===== config.mk =====
export PLATFORM = sky130hd
export DESIGN_NAME = tpo_option_ctl
export DESIGN_NICKNAME = d
export VERILOG_FILES = /design/src/rtl/tpo_pkg.sv /design/src/rtl/tpo_option_ctl.sv /design/src/rtl/tpo_pin_sync.sv /design/src/rtl/tpo_prescaler.sv
export SDC_FILE = /design/constraint.sdc
export NUM_CORES = 1
export LEC_CHECK = 0
export BUFFER_PORTS_ARGS = -buffer_cell sky130_fd_sc_hd__buf_2
export CORE_MARGIN = 2
export CORE_UTILIZATION = 48
export CTS_CLUSTER_DIAMETER = 200
export DETAILED_ROUTE_END_ITERATION = 7
export PLACE_DENSITY = 0.79
export SLEW_MARGIN = 10
export SYNTH_ARGS = -nofsm -noshare
export SYNTH_HDL_FRONTEND = slang
export SYNTH_SLANG_ARGS = --single-unit

===== constraint.sdc =====
create_clock -name clk_i -period 4.43 [get_ports clk_i]
set_input_delay 0.886 -clock clk_i [delete_from_list [all_inputs] [get_ports clk_i]]
set_output_delay 0.886 -clock clk_i [all_outputs]
set_load 0.02 [all_outputs]

===== src/rtl/tpo_pkg.sv =====
// constants shared by the timer option configuration block
package tpo_pkg;
  // register indexes; byte address is four times the index
  localparam logic [11:0] TPO_CFG_IDX = 12'h181;
  localparam logic [11:0] TPO_STAT_IDX = 12'h182;
  localparam logic [7:0] TPO_CFG_RESET = 8'hff;
  // field positions in the option register
  localparam int TPO_PULLUP_DIS_BIT = 7;
  localparam int TPO_INT_EDGE_BIT = 6;
  localparam int TPO_CLK_SRC_BIT = 5;
  localparam int TPO_CLK_EDGE_BIT = 4;
  localparam int TPO_ASSIGN_BIT = 3;
  localparam int TPO_RATIO_LSB = 0;
  localparam int TPO_RATIO_W = 3;
  // field positions in the status register
  localparam int TPO_ST_TPIN_BIT = 0;
  localparam int TPO_ST_IPIN_BIT = 1;
  localparam int TPO_ST_ASSIGN_BIT = 2;
  // prescaler counter width and pin synchroniser depth
  localparam int TPO_PRE_W = 8;
  localparam int TPO_SYNC_STAGES = 3;
  localparam logic [7:0] TPO_PRE_RESET = 8'h00;
  // cycles after reset before pin edges count; covers filling the synchronisers
  localparam logic [2:0] TPO_SETTLE_RESET = 3'h5;
endpackage : tpo_pkg


===== src/rtl/tpo_option_ctl.sv =====
// option register with timer clock select and shared prescaler
`timescale 1ns/1ps
module tpo_option_ctl (
  input wire logic clk_i,
  input wire logic rst_i,
  input wire logic ce_i,
  // classic wishbone slave
  input wire logic cyc_i,
  input wire logic stb_i,
  input wire logic we_i,
  input wire logic [31:0] adr_i,
  input wire logic [3:0] sel_i,
  input wire logic [31:0] dat_i,
  output logic [31:0] dat_o,
  output logic ack_o,
  // pins and neighbours
  input wire logic timer_ext_clock_pin_i,
  input wire logic ext_interrupt_pin_i,
  input wire logic watchdog_tick_i,
  output logic [7:0] port_b_pullup_en_o,
  output logic weak_pullup_disable_o,
  output logic ext_int_event_o,
  output logic timer_inc_o,
  output logic watchdog_tick_o
);
  typedef struct packed {
    logic [7:0] cfg;
    logic ack;
    logic [31:0] dat;
    logic tpin_prev;
    logic ipin_prev;
    logic int_evt;
    logic timer_inc;
    logic wdt_tick;
    logic pre_clear;
    logic [2:0] settle;
  } tpo_ctl_s;

  tpo_ctl_s s_q;
  tpo_ctl_s s_d;

  logic tpin_lvl;
  logic ipin_lvl;
  logic src_tick;
  logic pre_in;
  logic pre_out;
  logic [3:0] pre_shift;
  logic [2:0] ratio;
  logic assign_wdt;
  logic hit_cfg;
  logic hit_stat;
  logic req;
  logic [7:0] new_cfg;
  logic [7:0] status;
  logic pins_ready;

  tpo_pin_sync u_tpin_sync (
    .clk_i(clk_i),
    .rst_i(rst_i),
    .ce_i(ce_i),
    .pin_i(timer_ext_clock_pin_i),
    .level_o(tpin_lvl)
  );

  tpo_pin_sync u_ipin_sync (
    .clk_i(clk_i),
    .rst_i(rst_i),
    .ce_i(ce_i),
    .pin_i(ext_interrupt_pin_i),
    .level_o(ipin_lvl)
  );

  assign ratio = s_q.cfg[tpo_pkg::TPO_RATIO_LSB +: tpo_pkg::TPO_RATIO_W];
  assign assign_wdt = s_q.cfg[tpo_pkg::TPO_ASSIGN_BIT];
  // a pin already high at reset must not look like a fresh edge
  assign pins_ready = (s_q.settle == 3'h0);

  // timer count source: every cycle or the chosen pin edge
  always_comb begin
    if (s_q.cfg[tpo_pkg::TPO_CLK_SRC_BIT]) begin
      if (s_q.cfg[tpo_pkg::TPO_CLK_EDGE_BIT]) begin
        src_tick = pins_ready & s_q.tpin_prev & ~tpin_lvl;
      end else begin
        src_tick = pins_ready & ~s_q.tpin_prev & tpin_lvl;
      end
    end else begin
      src_tick = 1'b1;
    end
  end

  // one divider, fed from whichever side owns it
  always_comb begin
    if (assign_wdt) begin
      pre_in = watchdog_tick_i;
      pre_shift = {1'b0, ratio};
    end else begin
      pre_in = src_tick;
      pre_shift = {1'b0, ratio} + 4'h1;
    end
  end

  tpo_prescaler u_prescaler (
    .clk_i(clk_i),
    .rst_i(rst_i),
    .ce_i(ce_i),
    .clear_i(s_q.pre_clear),
    .tick_i(pre_in),
    .shift_i(pre_shift),
    .tick_o(pre_out)
  );

  assign req = cyc_i & stb_i & ~s_q.ack;
  assign hit_cfg = (adr_i[31:14] == 18'h00000) && (adr_i[13:2] == tpo_pkg::TPO_CFG_IDX);
  assign hit_stat = (adr_i[31:14] == 18'h00000) && (adr_i[13:2] == tpo_pkg::TPO_STAT_IDX);
  assign new_cfg = dat_i[7:0];

  always_comb begin
    status = 8'h00;
    status[tpo_pkg::TPO_ST_TPIN_BIT] = tpin_lvl;
    status[tpo_pkg::TPO_ST_IPIN_BIT] = ipin_lvl;
    status[tpo_pkg::TPO_ST_ASSIGN_BIT] = assign_wdt;
  end

  always_comb begin
    s_d = s_q;
    s_d.tpin_prev = tpin_lvl;
    s_d.ipin_prev = ipin_lvl;
    s_d.pre_clear = 1'b0;
    if (!pins_ready) begin
      s_d.settle = s_q.settle - 3'h1;
    end
    // interrupt pin edge detect on the synchronised level
    if (s_q.cfg[tpo_pkg::TPO_INT_EDGE_BIT]) begin
      s_d.int_evt = pins_ready & ~s_q.ipin_prev & ipin_lvl;
    end else begin
      s_d.int_evt = pins_ready & s_q.ipin_prev & ~ipin_lvl;
    end
    // with the divider on the watchdog the timer counts undivided
    s_d.timer_inc = assign_wdt ? src_tick : pre_out;
    s_d.wdt_tick = assign_wdt ? pre_out : watchdog_tick_i;
    // bus: one wait state, ack dropped the cycle after it was given
    s_d.ack = req;
    if (req) begin
      s_d.dat = 32'h0000_0000;
      if (hit_cfg) begin
        s_d.dat = {24'h00_0000, s_q.cfg};
        if (we_i && sel_i[0]) begin
          s_d.cfg = new_cfg;
          // divider count clears the cycle after any reassignment, but a wrap on the edge the
          // write is taken still passes one stray tick to the new owner; software still owns the sequence
          if (new_cfg[tpo_pkg::TPO_ASSIGN_BIT] != assign_wdt) begin
            s_d.pre_clear = 1'b1;
          end
        end
      end else if (hit_stat) begin
        s_d.dat = {24'h00_0000, status};
      end
    end
  end

  always_ff @(posedge clk_i) begin
    if (rst_i) begin
      s_q <= '0;
      s_q.cfg <= tpo_pkg::TPO_CFG_RESET;
      s_q.settle <= tpo_pkg::TPO_SETTLE_RESET;
    end else if (ce_i) begin
      s_q <= s_d;
    end
  end

  assign dat_o = s_q.dat;
  assign ack_o = s_q.ack;
  assign weak_pullup_disable_o = s_q.cfg[tpo_pkg::TPO_PULLUP_DIS_BIT];
  assign port_b_pullup_en_o = {8{~s_q.cfg[tpo_pkg::TPO_PULLUP_DIS_BIT]}};
  assign ext_int_event_o = s_q.int_evt;
  assign timer_inc_o = s_q.timer_inc;
  assign watchdog_tick_o = s_q.wdt_tick;
endmodule : tpo_option_ctl


===== src/rtl/tpo_pin_sync.sv =====
// three-flop pin synchroniser with agreement filter
`timescale 1ns/1ps
module tpo_pin_sync (
  input wire logic clk_i,
  input wire logic rst_i,
  input wire logic ce_i,
  input wire logic pin_i,
  output logic level_o
);
  typedef struct packed {
    logic [tpo_pkg::TPO_SYNC_STAGES-1:0] sh;
    logic level;
  } tpo_sync_s;

  tpo_sync_s s_q;
  tpo_sync_s s_d;

  always_comb begin
    s_d = s_q;
    s_d.sh = {s_q.sh[tpo_pkg::TPO_SYNC_STAGES-2:0], pin_i};
    // first stage is seen only by the second
    if (s_q.sh[1] == s_q.sh[2]) begin
      s_d.level = s_q.sh[2];
    end
  end

  always_ff @(posedge clk_i) begin
    if (rst_i) begin
      s_q <= '0;
    end else if (ce_i) begin
      s_q <= s_d;
    end
  end

  assign level_o = s_q.level;
endmodule : tpo_pin_sync


===== src/rtl/tpo_prescaler.sv =====
// shared power-of-two divider for timer or watchdog ticks
`timescale 1ns/1ps
module tpo_prescaler (
  input wire logic clk_i,
  input wire logic rst_i,
  input wire logic ce_i,
  input wire logic clear_i,
  input wire logic tick_i,
  input wire logic [3:0] shift_i,
  output logic tick_o
);
  typedef struct packed {
    logic [tpo_pkg::TPO_PRE_W-1:0] cnt;
    logic out;
  } tpo_pre_s;

  tpo_pre_s p_q;
  tpo_pre_s p_d;
  logic [tpo_pkg::TPO_PRE_W:0] span;

  always_comb begin
    span = (9'h001 << shift_i) - 9'h001;
    p_d = p_q;
    p_d.out = 1'b0;
    if (clear_i) begin
      p_d.cnt = tpo_pkg::TPO_PRE_RESET;
    end else if (tick_i) begin
      if (p_q.cnt == span[tpo_pkg::TPO_PRE_W-1:0]) begin
        p_d.cnt = tpo_pkg::TPO_PRE_RESET;
        p_d.out = 1'b1;
      end else begin
        p_d.cnt = p_q.cnt + 8'h01;
      end
    end
  end

  always_ff @(posedge clk_i) begin
    if (rst_i) begin
      p_q <= '0;
    end else if (ce_i) begin
      p_q <= p_d;
    end
  end

  assign tick_o = p_q.out;
endmodule : tpo_prescaler


# Word level (Yosys, flattened, before mapping)
# Cells that the tools add are included.
dict set report word_totals {
  output_inout_bits 45
  register_bits 67
  latch_bits 0
  in_bits 77
  ramBits 0
  romBits 0
  memories 0
}
dict set report classes {
  n_mul 0
  n_lt_le_gt_ge 0
  shifts 1
  n_reduce_logical 12
  n_eq_ne 6
  addsub 4
  div_mod_pow 0
  bitwise 17
  n_mux 18
}
# operator count
set ops {}
lappend ops {{equality test 12 x 9 -> 1 bit (second input constant)} 2}
lappend ops {{two-way mux 8 bit} 3}
lappend ops {{logical NOT 18 bit} 1}
lappend ops {{two-way mux 1 bit} 12}
lappend ops {{bitwise AND 1 bit} 10}
lappend ops {{AND reduction 2 bit} 5}
lappend ops {{two-way mux 9 bit} 1}
lappend ops {{adder 8 x 1 -> 8 bit (second input constant)} 1}
lappend ops {{equality test 8 bit} 1}
lappend ops {{<< shifter 1 x 4 -> 8 bit (first input constant)} 1}
lappend ops {{subtractor 8 x 1 -> 8 bit (second input constant)} 1}
lappend ops {{inverter 1 bit} 7}
lappend ops {{adder 3 x 1 -> 4 bit (second input constant)} 1}
lappend ops {{two-way mux 4 bit} 1}
lappend ops {{AND reduction 4 bit} 1}
lappend ops {{logical AND 1 bit} 3}
lappend ops {{logical NOT 3 bit} 1}
lappend ops {{two-way mux 3 bit} 1}
lappend ops {{subtractor 3 x 1 -> 3 bit (second input constant)} 1}
lappend ops {{equality test 1 bit} 2}
lappend ops {{nonzero test 2 bit} 1}
lappend ops {{!= test 1 bit} 1}

# Longest topological paths before layout
dict set report logic_depth {
  word_depth 8
  depth_mapped 15
  mapped_depth_nobuf 13
}

# Modules after synthesis
# From an unflattened synthesis, not the netlist that was laid out.
dict set report hier_totals {
  hier_cells 304
  area_unflattened_um2 2683.8
}
# module cells_each area_each_um2 n_inst
set by_module_without_submodules {}
lappend by_module_without_submodules {tpo_option_ctl 192 1646.6 1}
lappend by_module_without_submodules {tpo_prescaler 80 694.4 1}
lappend by_module_without_submodules {tpo_pin_sync 16 171.4 2}

# Worst setup path after synthesis
# OpenSTA, ideal clock, no wires.
dict set report synth_path {
  path_kind {flip-flop to flip-flop}
  from {register s_q (netlist bit ratio[0])}
  to {register u_prescaler.p_q[3] in the netlist's numbering}
  arrival_time_ns 3.177
  stages_incl_launch_ff 14
  slack_ns 1.139
  synth_period_minus_slack_ns 3.291
  cell_sequence {dfxtp_1 -> ha_1 -> or3b_2 -> a211oi_2 -> nor2_1 -> ha_1 -> xnor2_1 -> or2_2 -> nor3b_1 -> a311oi_2 -> a2111oi_4 -> buf_6 -> o31ai_2 -> a21o_1}
}
dict set report synth_between {
  elab_chain_cells 8
}
# element line
set synth_rtl {}
lappend synth_rtl {{start: declaration} tpo_option_ctl.sv:39} ;# tpo_ctl_s s_q;
lappend synth_rtl {{adder 3 x 1 -> 4 bit} tpo_option_ctl.sv:98} ;# pre_shift = {1'b0, ratio} + 4'h1;
lappend synth_rtl {{two-way mux 4 bit *} tpo_option_ctl.sv:93} ;# if (assign_wdt) begin
lappend synth_rtl {{<< shifter 1 x 4 -> 8 bit *} tpo_prescaler.sv:22} ;# span = (9'h001 << shift_i) - 9'h001;
lappend synth_rtl {{subtractor 8 x 1 -> 8 bit *} tpo_prescaler.sv:22}
lappend synth_rtl {{equality test 8 bit *} tpo_prescaler.sv:28} ;# if (p_q.cnt == span[tpo_pkg::TPO_PRE_W-1:0]) begin
lappend synth_rtl {{two-way mux 8 bit *} tpo_prescaler.sv:28}
lappend synth_rtl {{two-way mux 9 bit *} tpo_prescaler.sv:27} ;# end else if (tick_i) begin
lappend synth_rtl {{two-way mux 8 bit *} tpo_prescaler.sv:25} ;# if (clear_i) begin
lappend synth_rtl {{end signal: assignment} tpo_prescaler.sv:41} ;# p_q <= p_d;
lappend synth_rtl {{end: declaration} tpo_prescaler.sv:17} ;# tpo_pre_s p_q;
# Every way passes the cells marked *; elsewhere a longest branch is shown, timed or not. The select of a mux whose other input is x is not followed.
# A chain may end at the register's enable or synchronous reset.

# Worst setup path in the final report
dict set report layout_path {
  from {register s_q (netlist bit ratio[1])}
  to {register u_prescaler.p_q[3] in the netlist's numbering}
}
# Same word-level chain as after synthesis.

==> Implementation_results.wiki <==
{| class="wikitable"
! Metric !! Value
|-
| Hpwl dp || 4.29 mm
|-
| Via count || 2309
|-
| Netlist cell types || 63
|-
| Final hold viol count || 0
|-
| Die X || 79.2 µm
|-
| Number of enable-type register cells in the synthesized netlist || 0
|-
| Worst R2R End || u_prescaler.p_q[3]$_SDFFE_PP0P_
|-
| Utilization of the core after routing || 0.550
|-
| GP Congestion || 0.892
|-
| Routed wire length || 5.68 mm
|-
| Initial antenna violation count || 0
|-
| Power per cell area || 280 nW/µm²
|-
| Sink Count || 43
|-
| Most prevalent standard cell on the critical path || ha_1
|-
| Startpoint of the worst-slack reg-to-reg timing path || ratio[1]$_SDFFE_PP1P_
|-
| Post-synthesis async set-or-reset flop share || 0
|-
| Final total negative setup slack || 0 ps
|-
| Initial Utilization || 0.496
|-
| Largest net degree at the start of global routing || 31
|-
| Count of cells resized by post-cts repair || 0
|-
| Post-CTS Setup Bufs || 0
|-
| Met3 WL || 231 µm
|-
| R2r setup slk || 640 ps
|-
| Leakage Power || 1.35 nW
|-
| Antenna-violating nets left || 0
|-
| Synth-to-Final Area Change || 11.0%
|-
| MaxCap Viol Count || 0
|-
| Sequential Power Share || 0.474
|-
| Critical path class || flop to flop
|-
| Endpoint of the most critical setup path || u_prescaler.p_q[3]$_SDFFE_PP0P_
|-
| Root Buffer Master || clkbuf_8
|-
| First-pass GRT wire length || 9.54 mm
|-
| Later-pin clock latency in the skew report || 300 ps
|-
| Startpoint Class || flop
|-
| Clk pin slew, worst setup/hold paths || 80 ps
|-
| Total number of nets in the final design || 449
|-
| Pins Over Slew Limit || 0
|-
| Top flip-flop cell by instance count after synthesis || dfxtp_1
|-
| Final routed DRC violation total || 0
|-
| Vias in the first global route || 2189
|-
| Number of buffers inserted by hold repair at cts || 0
|-
| Number of inserted diodes || 0
|-
| Arrival time at the worst endpoint || 3990 ps
|-
| Cell internal pwr || 650 µW
|-
| Final clock period utilization by the worst path || 0.856
|-
| Switching share of power || 0.228
|-
| Placeable Area || 5470 µm²
|-
| Top sig layer || met4
|-
| Unrepaired setup endpoints after global routing || no
|-
| Number of DRC markers in iteration 0 || 191
|-
| Wire length on met1 || 2.64 mm
|-
| Final clock skew || 7.23 ps
|-
| Maximum root-to-sink buffer count || 2
|-
| Detailed Routing Iterations Pass 1 || 4
|-
| Cell types occupying the most area after synthesis || dfxtp_1 (32%), buf_4 (12%), mux2i_1 (4.4%)
|-
| Number of buffers inserted by port buffering || 68
|-
| Sequential area share after synthesis || 0.317
|-
| Worst reg2reg path depth || 13
|-
| Cell type with the highest aggregate area in the netlist || dfxtp_1
|-
| Routed wirelength normalized by instance count || 12.9 µm
|-
| Share of post-route cells with drive strength above 1 || 0.250
|-
| Maximum cell stage delay along the critical path || 560 ps
|-
| Clock period minus worst slack || 3790 ps
|-
| TritonCTS clock tree || built
|-
| Overall die height || 79.2 µm
|-
| Ordered cell list for the critical path || ha_1 -> or3b_2 -> a211oi_2 -> nor2_1 -> ha_1 -> xnor2_1 -> or2_2 -> nor3b_1 -> a311oi_2 -> a2111oi_4 -> buf_4 -> o31ai_2 -> a21o_1
|-
| Maximum operating frequency || 0.264 GHz
|-
| PnR Total Power || 842 µW
|-
| Avg Synthesized Cell Area || 8.48 µm²
|-
| Site row count || 27
|-
| Seq cells post-synth || 43
|-
| Net Sw Power || 192 µW
|-
| Post-layout instance count excluding filler cells || 440
|-
| Number of instances in the synthesized netlist || 320
|-
| Cts bufs inserted || 5
|-
| Critical Path Start || ratio[1]$_SDFFE_PP1P_
|-
| Post-DR vias/cell || 5.25
|-
| Floorplan die area || 6270 µm²
|-
| Total global routing overflow || 0
|-
| Worst path required time || 4630 ps
|-
| Share of total power in the clock network || 0.428
|-
| Class of the most critical hold timing path || flop to flop
|-
| Outcome || finished clean
|-
| VDD IR-drop max || 162 µV
|-
| Nature of the critical path endpoint || flop
|-
| Cell Area, Synth || 2710 µm²
|-
| Worst slew pin tran || 636 ps
|-
| Top-level I/O count || 122
|-
| Length of routed met2 wiring || 2.71 mm
|-
| Number of instances in the placed design || 432
|-
| Combinational fraction of design power || 0.098
|-
| Slowest cell on the critical path || dfxtp_1
|-
| Yosys warns || 0
|-
| Aggregate global-route resource usage || 0.187
|-
| Maximum fanout encountered on the critical timing path || 13
|-
| Slew headroom || 0.575
|-
| Fraction of synthesized cell area taken by the top area cell type || 0.317
|-
| Number of H-tree levels || 2
|-
| Final-report setup violation count || 0
|}
worst min path at each step:
stage | start | to | slack [ps] | depth (start not counted)
2_1_floorplan | u_ipin_sync.s_d[3]$_SDFFE_PP0P_ | u_ipin_sync.level_o$_SDFFE_PP0P_ | 440 | 2
3_3_place_gp | ext_int_event_o$_SDFFE_PP0P_ | ext_int_event_o$_SDFFE_PP0P_ | 450 | 2
3_5_place_dp | ext_int_event_o$_SDFFE_PP0P_ | ext_int_event_o$_SDFFE_PP0P_ | 460 | 2
4_1_cts | ext_int_event_o$_SDFFE_PP0P_ | ext_int_event_o$_SDFFE_PP0P_ | 470 | 2
5_1_grt | u_tpin_sync.s_d[3]$_SDFFE_PP0P_ | u_tpin_sync.level_o$_SDFFE_PP0P_ | 500 | 2
6_report | ext_int_event_o$_SDFFE_PP0P_ | ext_int_event_o$_SDFFE_PP0P_ | 470 | 2
critical path, delay by kind of cell, from the launching register on:
family | cells | cell delay (ps)
AO/OA/AOI/OAI | 5 | 990
XOR/XNOR | 1 | 170
flip-flops | 1 | 560
buffers and inverters | 1 | 240
adder cells (fa/ha/maj) | 2 | 580
AND/OR/NAND/NOR | 4 | 1150
synthesized netlist by cell type (all sizes together) (3+ instances only):
library cell and n:
a21oi 15, mux2i 12, nand4 4, nor3 3
nor3b 6, a22o 5, nand2 26, a31oi 3
o211ai 4, nor4 7, dfxtp 43, or3b 4
ha 5, nor2 27, o21ai 9, a311oi 3
nand3 7, buf 49, a211o 3, inv 11
and3 4, nand2b 4, nor2b 6, a22oi 10
o21a 4, clkbuf 6, a21o 5
per-stage QoR:
step	hold slack, ps	worst slack, ps	area, µm²
floorplan	444	1140	2800
global placement	452	749	2870
detailed placement	456	670	2870
CTS	469	665	3010
global route	504	465	3010
finish	465	638	3010
placed cells by master (no fill, tap or decap), types with 5 or more instances in the layout:
cell      Yosys  layout
o21ai_0       9       9
nor3b_1       6       6
nand3_1       7       7
nor4_1        7       7
a21oi_1      15      15
clkbuf_8      0       5
dfxtp_1      43      43
a21o_1        5       5
conb_1        1      24
a22oi_1      10      10
ha_1          5       5
nor2_1       27      27
buf_2         2      68
nand2_1      26      26
nor2b_1       6       6
mux2i_1      12      12
a22o_1        5       5
inv_1        10      10
layer usage:
layer | up-vias | track usage
met3 | 11 | 0.0432
met4 | 0 | 0.0655
li1 | 1179 | -
met5 | - | 0
met2 | 54 | 0.323
met1 | 1065 | 0.228
power by group through the flow:
stage	Clock (mW)	Sequential, mW	Combinational (mW)
after floorplan	0	0.407	0.0699
after detailed placement	0	0.409	0.0818
after global placement	0	0.408	0.0801
after global routing	0.384	0.401	0.0919
after CTS	0.370	0.400	0.0823
final	0.360	0.400	0.0825
sequential cells by signal, indices dropped and copies added (netlist names):
signal                 count
watchdog_tick_o            1
ack_o                      1
u_prescaler.p_q            8
u_tpin_sync.s_d            2
u_tpin_sync.level_o        1
u_ipin_sync.s_d            2
weak_pullup_disable_o      1
dat_o                      8
timer_inc_o                1
s_q                        9
u_prescaler.tick_o         1
u_tpin_sync.s_q            1
u_ipin_sync.level_o        1
ratio                      3
assign_wdt                 1
ext_int_event_o            1
u_ipin_sync.s_q            1
cell type report:
| class | instances | area [µm²] |
|---|---|---|
| Fill cell | 519 | 2460 |
| Multi-Input combinational cell | 232 | 1500 |
| Sequential cell | 43 | 861 |
| Timing Repair Buffer | 72 | 370 |
| Tap cell | 72 | 90.1 |
| Clock buffer | 5 | 68.8 |
| Clock inverter | 3 | 67.6 |
| Inverter | 13 | 51.3 |
kinds of logic after synthesis:
group | count (synthesis) | share of synthesized area
simple gates | 110 | 0.217
compound gates | 74 | 0.205
buf+inv | 68 | 0.161
flops | 43 | 0.317
mux | 14 | 0.0540
fa+ha+maj | 5 | 0.0231
xor+xnor | 5 | 0.0212
other cells | 1 | 0.00138
No activity file was read; power rests on OpenSTA's default activity.
